==> src/hdl/dctq_pkg.sv <==
// package: constants, modes and carrier structs of the codeword trigger qualifier
package dctq_pkg;

  localparam int PORT_W = 32;
  localparam int MASK_W = 10;
  localparam int SHIFT_W = 5;
  localparam int IDX_W = 5;
  localparam int NCH_DEF = 4;
  localparam logic [4:0] VALID_IDX_MIN = 5'h10;
  localparam logic [4:0] VALID_IDX_MAX = 5'h1F;
  localparam logic [4:0] VALID_IDX_RST = 5'h10;
  localparam logic [9:0] MASK_RST = 10'h3FF;
  localparam logic [4:0] SHIFT_RST = 5'h00;
  localparam int STROBE_BIT_RST = 0;
  localparam int DECIM_W = 32;
  localparam logic [31:0] DECIM_DEF = 32'h0055D4A8;
  localparam logic [31:0] PORT_RST = 32'h00000000;

  typedef enum logic [1:0] {
    DCTQ_SLOPE_LEVEL,
    DCTQ_SLOPE_RISE,
    DCTQ_SLOPE_FALL,
    DCTQ_SLOPE_BOTH
  } dctq_slope_t;

  typedef enum logic [1:0] {
    DCTQ_POL_NONE,
    DCTQ_POL_LOW,
    DCTQ_POL_HIGH,
    DCTQ_POL_BOTH
  } dctq_pol_t;

  typedef enum logic [1:0] {
    DCTQ_SRC_PORT,
    DCTQ_SRC_LINK
  } dctq_src_t;

  typedef struct packed {
    dctq_slope_t slope;
    dctq_slope_t aux_slope;
    logic [1:0] trig_sel;
    logic [1:0] aux_sel;
    dctq_src_t data_src;
    logic [4:0] valid_idx;
    dctq_pol_t valid_pol;
    logic [4:0] strobe_idx;
    dctq_slope_t strobe_slope;
    logic [9:0] cw_mask;
    logic [4:0] cw_shift;
    logic ext_clk_sel;
    logic [31:0] decim;
    logic sync_en;
  } dctq_cfg_t;

  typedef struct packed {
    logic trig_state;
    logic aux_state;
    logic port_trig_active;
    logic timing_err;
    logic [31:0] high_bits;
    logic [31:0] low_bits;
  } dctq_stat_t;

endpackage

==> src/hdl/dctq_qualifier.sv <==
// codeword trigger qualifier in front of one waveform sequencer core
`timescale 1ns/1ps
`default_nettype none

module dctq_qualifier #(
  parameter int NCH = dctq_pkg::NCH_DEF
) (
  input wire logic clk_sys_i,
  input wire logic rst_i,
  input wire dctq_pkg::dctq_cfg_t cfg_i,
  input wire logic [31:0] port_i,
  input wire logic [31:0] link_data_i,
  input wire logic link_valid_i,
  input wire logic external_sample_clock_in_i,
  input wire logic [3:0] trig_in_i,
  input wire logic trig_clear_i,
  input wire logic err_clear_i,
  input wire logic start_req_i,
  input wire logic [NCH-1:0] sync_en_all_i,
  input wire logic [NCH-1:0] sync_ready_all_i,
  output logic seq_trig_o,
  output logic cw_valid_o,
  output logic [9:0] cw_o,
  output logic seq_start_o,
  output dctq_pkg::dctq_stat_t stat_o
);

  ////////////////////////////////////////////////////////////////////////////
  // helpers

  function automatic logic detect(input dctq_pkg::dctq_slope_t sl, input logic cur, input logic prev);
    case (sl)
      dctq_pkg::DCTQ_SLOPE_LEVEL: detect = cur;
      dctq_pkg::DCTQ_SLOPE_RISE: detect = cur & ~prev;
      dctq_pkg::DCTQ_SLOPE_FALL: detect = ~cur & prev;
      default: detect = cur ^ prev;
    endcase
  endfunction

  // indexes below the qualifier range fall back to its lowest bit
  function automatic logic [4:0] clamp_idx(input logic [4:0] idx);
    clamp_idx = (idx < dctq_pkg::VALID_IDX_MIN) ? dctq_pkg::VALID_IDX_MIN : idx;
  endfunction

  // set wins over clear, so an event that lands on the clear cycle is kept
  function automatic logic sticky(input logic hit, input logic clr, input logic cur);
    sticky = hit | (~clr & cur);
  endfunction

  // shift first, then mask, so the mask always addresses the low codeword bits
  function automatic logic [9:0] form_cw(input logic [31:0] word, input logic [4:0] sh, input logic [9:0] msk);
    logic [31:0] moved;
    moved = word >> sh;
    form_cw = moved[9:0] & msk;
  endfunction

  ////////////////////////////////////////////////////////////////////////////
  // input sampling with decimation

  // the external clock is taken as synchronous: one stage plus a delayed copy finds its edges
  logic ext_clk_ff, ext_clk_q_ff;
  logic [31:0] decim_cnt_ff, nxt_decim_cnt;
  logic [31:0] samp_ff, nxt_samp, prev_samp_ff, nxt_prev_samp;
  logic samp_new_ff, nxt_samp_new;
  logic tick;

  always_comb begin
    tick = 1'b0;
    nxt_decim_cnt = decim_cnt_ff;
    // external clock counted on its rising edge, internal clock every cycle
    if (!cfg_i.ext_clk_sel || (ext_clk_ff && !ext_clk_q_ff)) begin
      // a decimation of 0 or 1 latches on every counted edge
      if (decim_cnt_ff + 32'h00000001 >= cfg_i.decim) begin
        nxt_decim_cnt = 32'h00000000;
        tick = 1'b1;
      end else begin
        nxt_decim_cnt = decim_cnt_ff + 32'h00000001;
      end
    end
    nxt_samp = tick ? port_i : samp_ff;
    nxt_prev_samp = tick ? samp_ff : prev_samp_ff;
    nxt_samp_new = tick;
  end

  always_ff @(posedge clk_sys_i) begin
    if (rst_i) begin
      ext_clk_ff <= 1'b0;
      ext_clk_q_ff <= 1'b0;
      decim_cnt_ff <= 32'h00000000;
      samp_ff <= dctq_pkg::PORT_RST;
      prev_samp_ff <= dctq_pkg::PORT_RST;
      samp_new_ff <= 1'b0;
    end else begin
      ext_clk_ff <= external_sample_clock_in_i;
      ext_clk_q_ff <= ext_clk_ff;
      decim_cnt_ff <= nxt_decim_cnt;
      samp_ff <= nxt_samp;
      prev_samp_ff <= nxt_prev_samp;
      samp_new_ff <= nxt_samp_new;
    end
  end

  ////////////////////////////////////////////////////////////////////////////
  // codeword qualification

  // strobe and qualifier are judged on the latched word, never on the raw pins
  logic [4:0] vidx;
  logic valid_bit, strobe_ev, qual_ok, terr_ev;
  logic [31:0] changed, data_mask, cw_word;
  logic [9:0] nxt_cw;
  logic nxt_cw_valid;
  logic terr_ff, nxt_terr;
  logic [9:0] cw_ff;
  logic cw_valid_ff;

  always_comb begin
    vidx = clamp_idx(cfg_i.valid_idx);
    valid_bit = samp_ff[vidx];
    strobe_ev = samp_new_ff
      && detect(cfg_i.strobe_slope, samp_ff[cfg_i.strobe_idx], prev_samp_ff[cfg_i.strobe_idx]);
    case (cfg_i.valid_pol)
      dctq_pkg::DCTQ_POL_LOW: qual_ok = ~valid_bit;
      dctq_pkg::DCTQ_POL_HIGH: qual_ok = valid_bit;
      default: qual_ok = 1'b1;
    endcase
    cw_word = (cfg_i.data_src == dctq_pkg::DCTQ_SRC_LINK) ? link_data_i : samp_ff;
    // a rejected sample leaves cw_o on the last accepted codeword
    nxt_cw = cw_ff;
    nxt_cw_valid = 1'b0;
    if (cfg_i.data_src == dctq_pkg::DCTQ_SRC_LINK) begin
      // link words bypass strobe and qualifier: the link marks them valid itself
      if (link_valid_i) begin
        nxt_cw = form_cw(cw_word, cfg_i.cw_shift, cfg_i.cw_mask);
        nxt_cw_valid = 1'b1;
      end
    end else if (strobe_ev && qual_ok) begin
      nxt_cw = form_cw(cw_word, cfg_i.cw_shift, cfg_i.cw_mask);
      nxt_cw_valid = 1'b1;
    end
    // strobe line itself is excluded from the stability check
    changed = samp_ff ^ prev_samp_ff;
    data_mask = 32'hFFFFFFFF;
    data_mask[cfg_i.strobe_idx] = 1'b0;
    terr_ev = strobe_ev && ((changed & data_mask) != 32'h00000000)
      && (cfg_i.data_src == dctq_pkg::DCTQ_SRC_PORT);
    // a new violation wins over a clear in the same cycle
    nxt_terr = sticky(terr_ev, err_clear_i, terr_ff);
  end

  always_ff @(posedge clk_sys_i) begin
    if (rst_i) begin
      cw_ff <= 10'h000;
      cw_valid_ff <= 1'b0;
      terr_ff <= 1'b0;
    end else begin
      cw_ff <= nxt_cw;
      cw_valid_ff <= nxt_cw_valid;
      terr_ff <= nxt_terr;
    end
  end

  ////////////////////////////////////////////////////////////////////////////
  // trigger detection

  // an input already high when reset ends is taken as a rising edge
  logic [3:0] trig_prev_ff;
  logic trig_ff, aux_ff, nxt_trig, nxt_aux, trig_hit, aux_hit;
  logic trig_st_ff, aux_st_ff, nxt_trig_st, nxt_aux_st;
  logic port_act_ff, nxt_port_act;

  always_comb begin
    trig_hit = detect(cfg_i.slope, trig_in_i[cfg_i.trig_sel], trig_prev_ff[cfg_i.trig_sel]);
    aux_hit = detect(cfg_i.aux_slope, trig_in_i[cfg_i.aux_sel], trig_prev_ff[cfg_i.aux_sel]);
    // accepted codewords, from the port or the link, also trigger the sequencer
    nxt_trig = trig_hit | nxt_cw_valid;
    nxt_aux = aux_hit;
    nxt_trig_st = sticky(trig_hit, trig_clear_i, trig_st_ff);
    nxt_aux_st = sticky(aux_hit, trig_clear_i, aux_st_ff);
    nxt_port_act = nxt_cw_valid;
  end

  always_ff @(posedge clk_sys_i) begin
    if (rst_i) begin
      trig_prev_ff <= 4'h0;
      trig_ff <= 1'b0;
      aux_ff <= 1'b0;
      trig_st_ff <= 1'b0;
      aux_st_ff <= 1'b0;
      port_act_ff <= 1'b0;
    end else begin
      trig_prev_ff <= trig_in_i;
      trig_ff <= nxt_trig;
      aux_ff <= nxt_aux;
      trig_st_ff <= nxt_trig_st;
      aux_st_ff <= nxt_aux_st;
      port_act_ff <= nxt_port_act;
    end
  end

  ////////////////////////////////////////////////////////////////////////////
  // synchronized start

  // go lasts one cycle and raises the start pulse
  typedef enum logic [1:0] {
    DCTQ_ST_IDLE,
    DCTQ_ST_WAIT,
    DCTQ_ST_GO
  } dctq_start_t;

  dctq_start_t st_ff, nxt_st;
  logic start_ff, nxt_start, all_ready;

  always_comb begin
    all_ready = ((sync_en_all_i & ~sync_ready_all_i) == '0);
    nxt_st = st_ff;
    nxt_start = 1'b0;
    // start requests outside idle are dropped; the sequencer must ask again
    case (st_ff)
      DCTQ_ST_IDLE: begin
        if (start_req_i) begin
          nxt_st = cfg_i.sync_en ? DCTQ_ST_WAIT : DCTQ_ST_GO;
        end
      end
      DCTQ_ST_WAIT: begin
        if (all_ready) begin
          nxt_st = DCTQ_ST_GO;
        end
      end
      default: begin
        nxt_start = 1'b1;
        nxt_st = DCTQ_ST_IDLE;
      end
    endcase
  end

  always_ff @(posedge clk_sys_i) begin
    if (rst_i) begin
      st_ff <= DCTQ_ST_IDLE;
      start_ff <= 1'b0;
    end else begin
      st_ff <= nxt_st;
      start_ff <= nxt_start;
    end
  end

  ////////////////////////////////////////////////////////////////////////////
  // status and outputs

  // high and low bits follow the latched word, so they move at the decimated rate
  dctq_pkg::dctq_stat_t stat_ff, nxt_stat;

  always_comb begin
    nxt_stat.trig_state = nxt_trig_st;
    nxt_stat.aux_state = nxt_aux_st;
    nxt_stat.port_trig_active = nxt_port_act;
    nxt_stat.timing_err = nxt_terr;
    nxt_stat.high_bits = samp_ff;
    nxt_stat.low_bits = ~samp_ff;
  end

  always_ff @(posedge clk_sys_i) begin
    if (rst_i) begin
      stat_ff <= '0;
    end else begin
      stat_ff <= nxt_stat;
    end
  end

  assign seq_trig_o = trig_ff;
  assign cw_valid_o = cw_valid_ff;
  assign cw_o = cw_ff;
  assign seq_start_o = start_ff;
  assign stat_o = stat_ff;

endmodule

`default_nettype wire

==> config.mk <==
export PLATFORM = sky130hd
export DESIGN_NAME = dctq_qualifier
export DESIGN_NICKNAME = d
export VERILOG_FILES = /design/src/hdl/dctq_pkg.sv /design/src/hdl/dctq_qualifier.sv
export SDC_FILE = /design/constraint.sdc
export NUM_CORES = 1
export LEC_CHECK = 0
export ABC_CLOCK_PERIOD_IN_PS = 4100
export BUFFER_PORTS_ARGS = -buffer_cell sky130_fd_sc_hd__clkbuf_2
export CORE_AREA = 5 5 165 167
export DETAILED_ROUTE_END_ITERATION = 16
export DIE_AREA = 0 0 170 172
export GPL_ROUTABILITY_DRIVEN = 0
export PLACE_DENSITY = 0.7
export SYNTH_ARGS = -nofsm -noshare
export SYNTH_HDL_FRONTEND = slang
export SYNTH_SLANG_ARGS = --single-unit
==> constraint.sdc <==
create_clock -name clk_sys_i -period 4.1 [get_ports clk_sys_i]
set_clock_uncertainty 0.15 [all_clocks]
set_input_delay 0.41 -clock clk_sys_i [delete_from_list [all_inputs] [get_ports clk_sys_i]]
set_output_delay 0.41 -clock clk_sys_i [all_outputs]
set_load 0.005 [all_outputs]
# Word-level counts from Yosys, hierarchy flattened
# Index checks and enable logic that the tools add are counted.
word_totals:
  ff_bits: 185
classes:
  addsub: 1
  order_cmp: 7
  eq_ne: 13
  n_shift: 1
  mux: 36
  n_bitwise: 32
  n_reduce_logical: 20
op_table:
  columns: ["operator", "n"]
  rows:
  - ["two-way mux 32 bit", 2]
  - ["inverter 32 bit", 2]
  - ["adder 32 x 1 -> 32 bit (second input constant)", 1]
  - ["bitwise AND 32 bit", 1]
  - [">= comparator 32 bit", 1]
  - ["nonzero test 32 bit", 1]
  - [">> shifter 32 x 5 -> 10 bit", 1]
  - ["bitwise XOR 32 bit", 1]
  - ["two-way mux 10 bit", 3]
  - ["binary-select mux 1 bit (select 5 bit)", 3]
  - ["two-way mux 1 bit", 14]
  - ["equality test 2 x 1 -> 1 bit (second input constant)", 6]
  - ["less-than comparator 5 x 6 -> 1 bit (second input constant)", 2]
  - ["bitwise AND 10 bit", 1]
  - ["logical NOT 2 bit", 5]
  - ["bitwise AND 1 bit", 9]
  - ["inverter 1 bit", 9]
  - ["case mux 1 bit (3 select lines)", 3]
  - ["binary-select mux 1 bit (select 2 bit)", 4]
  - ["equality test 2 bit (second input constant)", 4]
  - ["logical AND 1 bit", 6]
  - ["less-than comparator 2 x 3 -> 1 bit (second input constant)", 2]
  - ["two-way mux 2 bit", 3]
  - ["!= test 2 bit (second input constant)", 3]
  - ["16 further kinds", 23]

# Logic depth before layout (Yosys ltp)
depth:
  ltp_word: 10
  depth_mapped: 19

# Least setup slack after synthesis
# No wires, ideal clock.
synth_timing:
  path_type: "register to register"
  from: "register decim_cnt_ff[0]"
  to: "register samp_ff[10]"
  arrival_time_ps: 3657
  setup_slack_ps: 221
  stages_incl_launch_ff: 17
  n_path_buf: 2
  path_cell_list: "dfxtp_1 ha_1 and3_1 and4_1 and4_1 buf_2 nand3_2 nand2b_1 xnor2_1 ha_1 nand4_1 o31a_1 nor4_1 a2bb2oi_2 nor2_4 buf_2 mux2i_1"
synth_between:
  elab_chain_cells: 4
synth_rtl:
  columns: ["item", "line", "text"]
  rows:
  - ["from (decl)", "dctq_qualifier.sv:62", "logic [31:0] decim_cnt_ff, nxt_decim_cnt;"]
  - ["from (signal assigned)", "dctq_qualifier.sv:96", "decim_cnt_ff <= nxt_decim_cnt;"]
  - ["adder 32 x 1 -> 32 bit", "dctq_qualifier.sv:73", "if (decim_cnt_ff + 32'h00000001 >= cfg_i.decim) begin"]
  - [">= comparator 32 bit", "dctq_qualifier.sv:73", null]
  - ["two-way mux 1 bit", "dctq_qualifier.sv:73", null]
  - ["two-way mux 1 bit", "dctq_qualifier.sv:71", "if (!cfg_i.ext_clk_sel || (ext_clk_ff && !ext_clk_q_ff)) begin"]
  - ["to (signal assigned)", "dctq_qualifier.sv:90", "samp_ff <= dctq_pkg::PORT_RST;"]
  - ["to (signal assigned)", "dctq_qualifier.sv:97", "samp_ff <= nxt_samp;"]
  - ["to (decl)", "dctq_qualifier.sv:63", "logic [31:0] samp_ff, nxt_samp, prev_samp_ff, nxt_prev_samp;"]
# No other way between the ends.
# A chain may end at the register's enable or synchronous reset.

# Worst setup path in the final report
layout_timing:
  from: "register decim_cnt_ff[0]"
  to: "register prev_samp_ff[27]"
layout_between:
  elab_chain_cells: 4
layout_rtl:
  columns: ["item", "line", "text"]
  rows:
  - ["adder 32 x 1 -> 32 bit", "dctq_qualifier.sv:73", null]
  - [">= comparator 32 bit", "dctq_qualifier.sv:73", null]
  - ["two-way mux 1 bit", "dctq_qualifier.sv:73", null]
  - ["two-way mux 1 bit", "dctq_qualifier.sv:71", null]
  - ["to (signal assigned)", "dctq_qualifier.sv:91", "prev_samp_ff <= dctq_pkg::PORT_RST;"]
  - ["to (signal assigned)", "dctq_qualifier.sv:98", "prev_samp_ff <= nxt_prev_samp;"]
  - ["to (decl)", "dctq_qualifier.sv:63", null]
# No other way between the ends.

==> impl_metrics.py <==
metrics = {
    "pwr": {
        "p_leak_uw": 0.006120,
        "ir_drop_mv": 0.2250,
        "p_per_area_nw_per_um2": 294.3,
    },
    "yosys": {
        "seq_area_frac_synth": 0.3280,
        "avgSynthCellArea_um2": 8.807,
        "yosysUniqueCellTypes": 69,
        "syn_area_um2": 11290,
        "yosysTopAreaCell": "dfxtp_1",
        "synth_area_leaders": "dfxtp_1 33%, mux2i_1 10%, mux4_2 9.4%",
        "synthFlopType": "dfxtp_1",
        "synth_top_area_share": 0.3280,
        "ys_seq_elements": 185,
        "yosys_warnings": 0,
        "synth_fp_nets": 1479,
        "async_flop_share": 0,
        "syn_inst": 1282,
        "synth_edf_count": 0,
    },
    "job": {
        "maxCapViolations": 0,
    },
    "layout": {
        "area_growth_pct": 18.72,
        "final_core_util": 0.5233,
        "drive_gt1_frac": 0.2525,
        "multiInputGateArea_um2": 6862,
        "final_common_cell": "clkbuf_2",
        "layout.filler_cells": 2349,
        "instances_no_fill": 1825,
        "layout_common_cells": "235 x clkbuf_2, 180 x dfxtp_1, 154 x nand2_1",
        "nNetsFinal": 1673,
        "regArea_um2": 3710,
    },
    "timing": {
        "worst_pin_slew_ns": 1.166,
        "period_share": 0.9727,
        "finalSetupViolations": 0,
        "clock.fmax_mhz": 250.8,
        "slew_headroom": 0.2227,
        "hold_ws_ns": 0.04073,
        "final-max-slew-violation-count": 0,
        "fin_crit_ns": 3.988,
        "hold_viol": 0,
    },
    "place": {
        "dpl.hpwl_um": 25140,
        "dp_cells": 1789,
        "port_buffers": 236,
    },
    "drt": {
        "wl_per_cell_um": 18.43,
        "drtIter0Drc": 942,
        "postRouteAntennaNets": 0,
        "dr.pass1.iters": 7,
        "wirelength_um": 33630,
        "vias": 10383,
        "via_per_inst": 5.689,
        "route.detailed.drc": 0,
    },
    "die": {
        "die_y_um": 172,
        "dieArea_um2": 29240,
        "ios": 237,
        "start_util": 0.4408,
        "core_um2": 25620,
        "chipWidth_um": 170,
        "placementRows": 59,
    },
    "grt": {
        "grt_use_total": 0.2219,
        "grt_pass1_vias": 9814,
        "grt_pass1_wl_um": 51930,
        "grt_use_met2": 0.3427,
        "grt_util_met1": 0.3027,
        "busiest_layer": "met2",
        "use_met3": 0.05853,
        "grt_max_degree": 109,
        "grt.overflow.total": 0,
        "antenna_found_initial": 1,
    },
    "worst_setup_path": {
        "cp_max_fo": 33,
        "cp.required_ns": 4.25,
        "crit_path_end_kind": "register",
        "critPathKind": "reg2reg",
        "crit_arrival_ns": 4.14,
        "startpoint_type": "register",
    },
    "clock_tree": {
        "numCtsBuffers": 17,
        "insertion_delay_ns": 0.43,
        "clk_pin_slew_ns": 0.07,
        "clock_path_buffers": 2,
        "cts_tree": "done",
        "cts.sinks": 185,
        "h-tree-depth": 4,
        "cts-root-buf": "clkbuf_16",
    },
    "hold_path": {
        "hp-class": "in2reg",
    },
    "status": {
        "outcome": "completed",
    },
}
## routing by layer
metal,vias up,share of wire
met2,470,0.45
met1,4919,0.43
met4,2,0.030
met3,65,0.093
met5,-,0.00039
li1,4927,-
## worst max-delay path, stage by stage, from the launching register on
cell and delay [ns]:
dfxtp_1 0.36, ha_2 0.21, and3_2 0.23, and4_1 0.22
and4_1 0.26, nand3_4 0.14, nor2_2 0.15, xor2_1 0.24
ha_1 0.27, o21ai_0 0.14, nand2b_1 0.09, a211oi_2 0.28
o31a_1 0.23, buf_4 0.15, a2bb2oi_4 0.15, buf_12 0.14
nand2b_1 0.15, buf_12 0.19, o21ai_0 0.11
## layout make-up
type,count,area share
multi-input combinational,911,0.5119
sequential,185,0.2768
timing repair buffer,270,0.1130
clock buffer,20,0.03332
tap,335,0.03127
inverter,91,0.02558
clock inverter,12,0.007934
antenna,1,0.0001867
## timing repair
action	4_1_cts	5_1_grt
gates resized for setup	4	22
pin swaps	0	4
buffers inserted	0	3
setup endpoints to repair	40	97
hold buffers	0	0
cloned	0	0
## report_power, final
group | leakage, µW | total (µW) | internal, µW | switching, µW
clock | 0.000268 | 1600 | 816 | 781
combinational | 0.00434 | 508 | 225 | 283
sequential | 0.00151 | 1840 | 1830 | 13.2
total | 0.00612 | 3950 | 2870 | 1080
## per-stage QoR
stage                     cell area, µm²  worst slack (ns)  TNS (ns)  total power [µW]
after CTS                          13280           0.01008         0              3968
after floorplan                    11290            0.2212         0              2202
after global routing               13400          -0.04287   -0.5455              4099
after global placement             12710            0.1257         0              2376
final                              13400            0.1121         0              3945
after detailed placement           12710          -0.01111  -0.01827              2384
## Yosys cell counts, types with 40 or more instances
| cell | instances |
|---|---|
| nand2_1 | 154 |
| ha_1 | 41 |
| o21ai_0 | 58 |
| inv_1 | 88 |
| nand3_1 | 55 |
| clkbuf_1 | 52 |
| mux4_2 | 47 |
| a21oi_1 | 54 |
| mux2i_1 | 117 |
| o211ai_1 | 40 |
| xnor2_1 | 41 |
| nor2_1 | 74 |
| dfxtp_1 | 185 |
## registers in the layout, indices dropped and copies added, names as in the netlist, 2 cells and up
| name | cells |
|---|---|
| trig_prev_ff | 4 |
| prev_samp_ff | 32 |
| cw_o | 10 |
| st_ff | 2 |
| decim_cnt_ff | 32 |
| samp_ff | 32 |
| stat_o | 68 |
## cells by family after synthesis
kind of cell,count (synthesis),synth area share
muxes,170,0.2035
adders and majority gates,41,0.04543
xor gates and xnor gates,65,0.05042
AOI/OAI and AO/OA,236,0.1335
DFF,185,0.3280
and+or+nand+nor,399,0.1684
buffers and inverters,186,0.07070
## path summary, 6_finish.rpt
kind,from,end,slack (ns),depth (start not counted)
worst max-delay path,decim_cnt_ff[0],prev_samp_ff[27],0.11,18
worst min-delay path,external_sample_clock_in_i,ext_clk_ff,0.04,2
worst max register to register,decim_cnt_ff[0],prev_samp_ff[27],0.11,18
worst min register to register,decim_cnt_ff[26],decim_cnt_ff[26],0.31,2
Power figures use the tool's default switching activity.
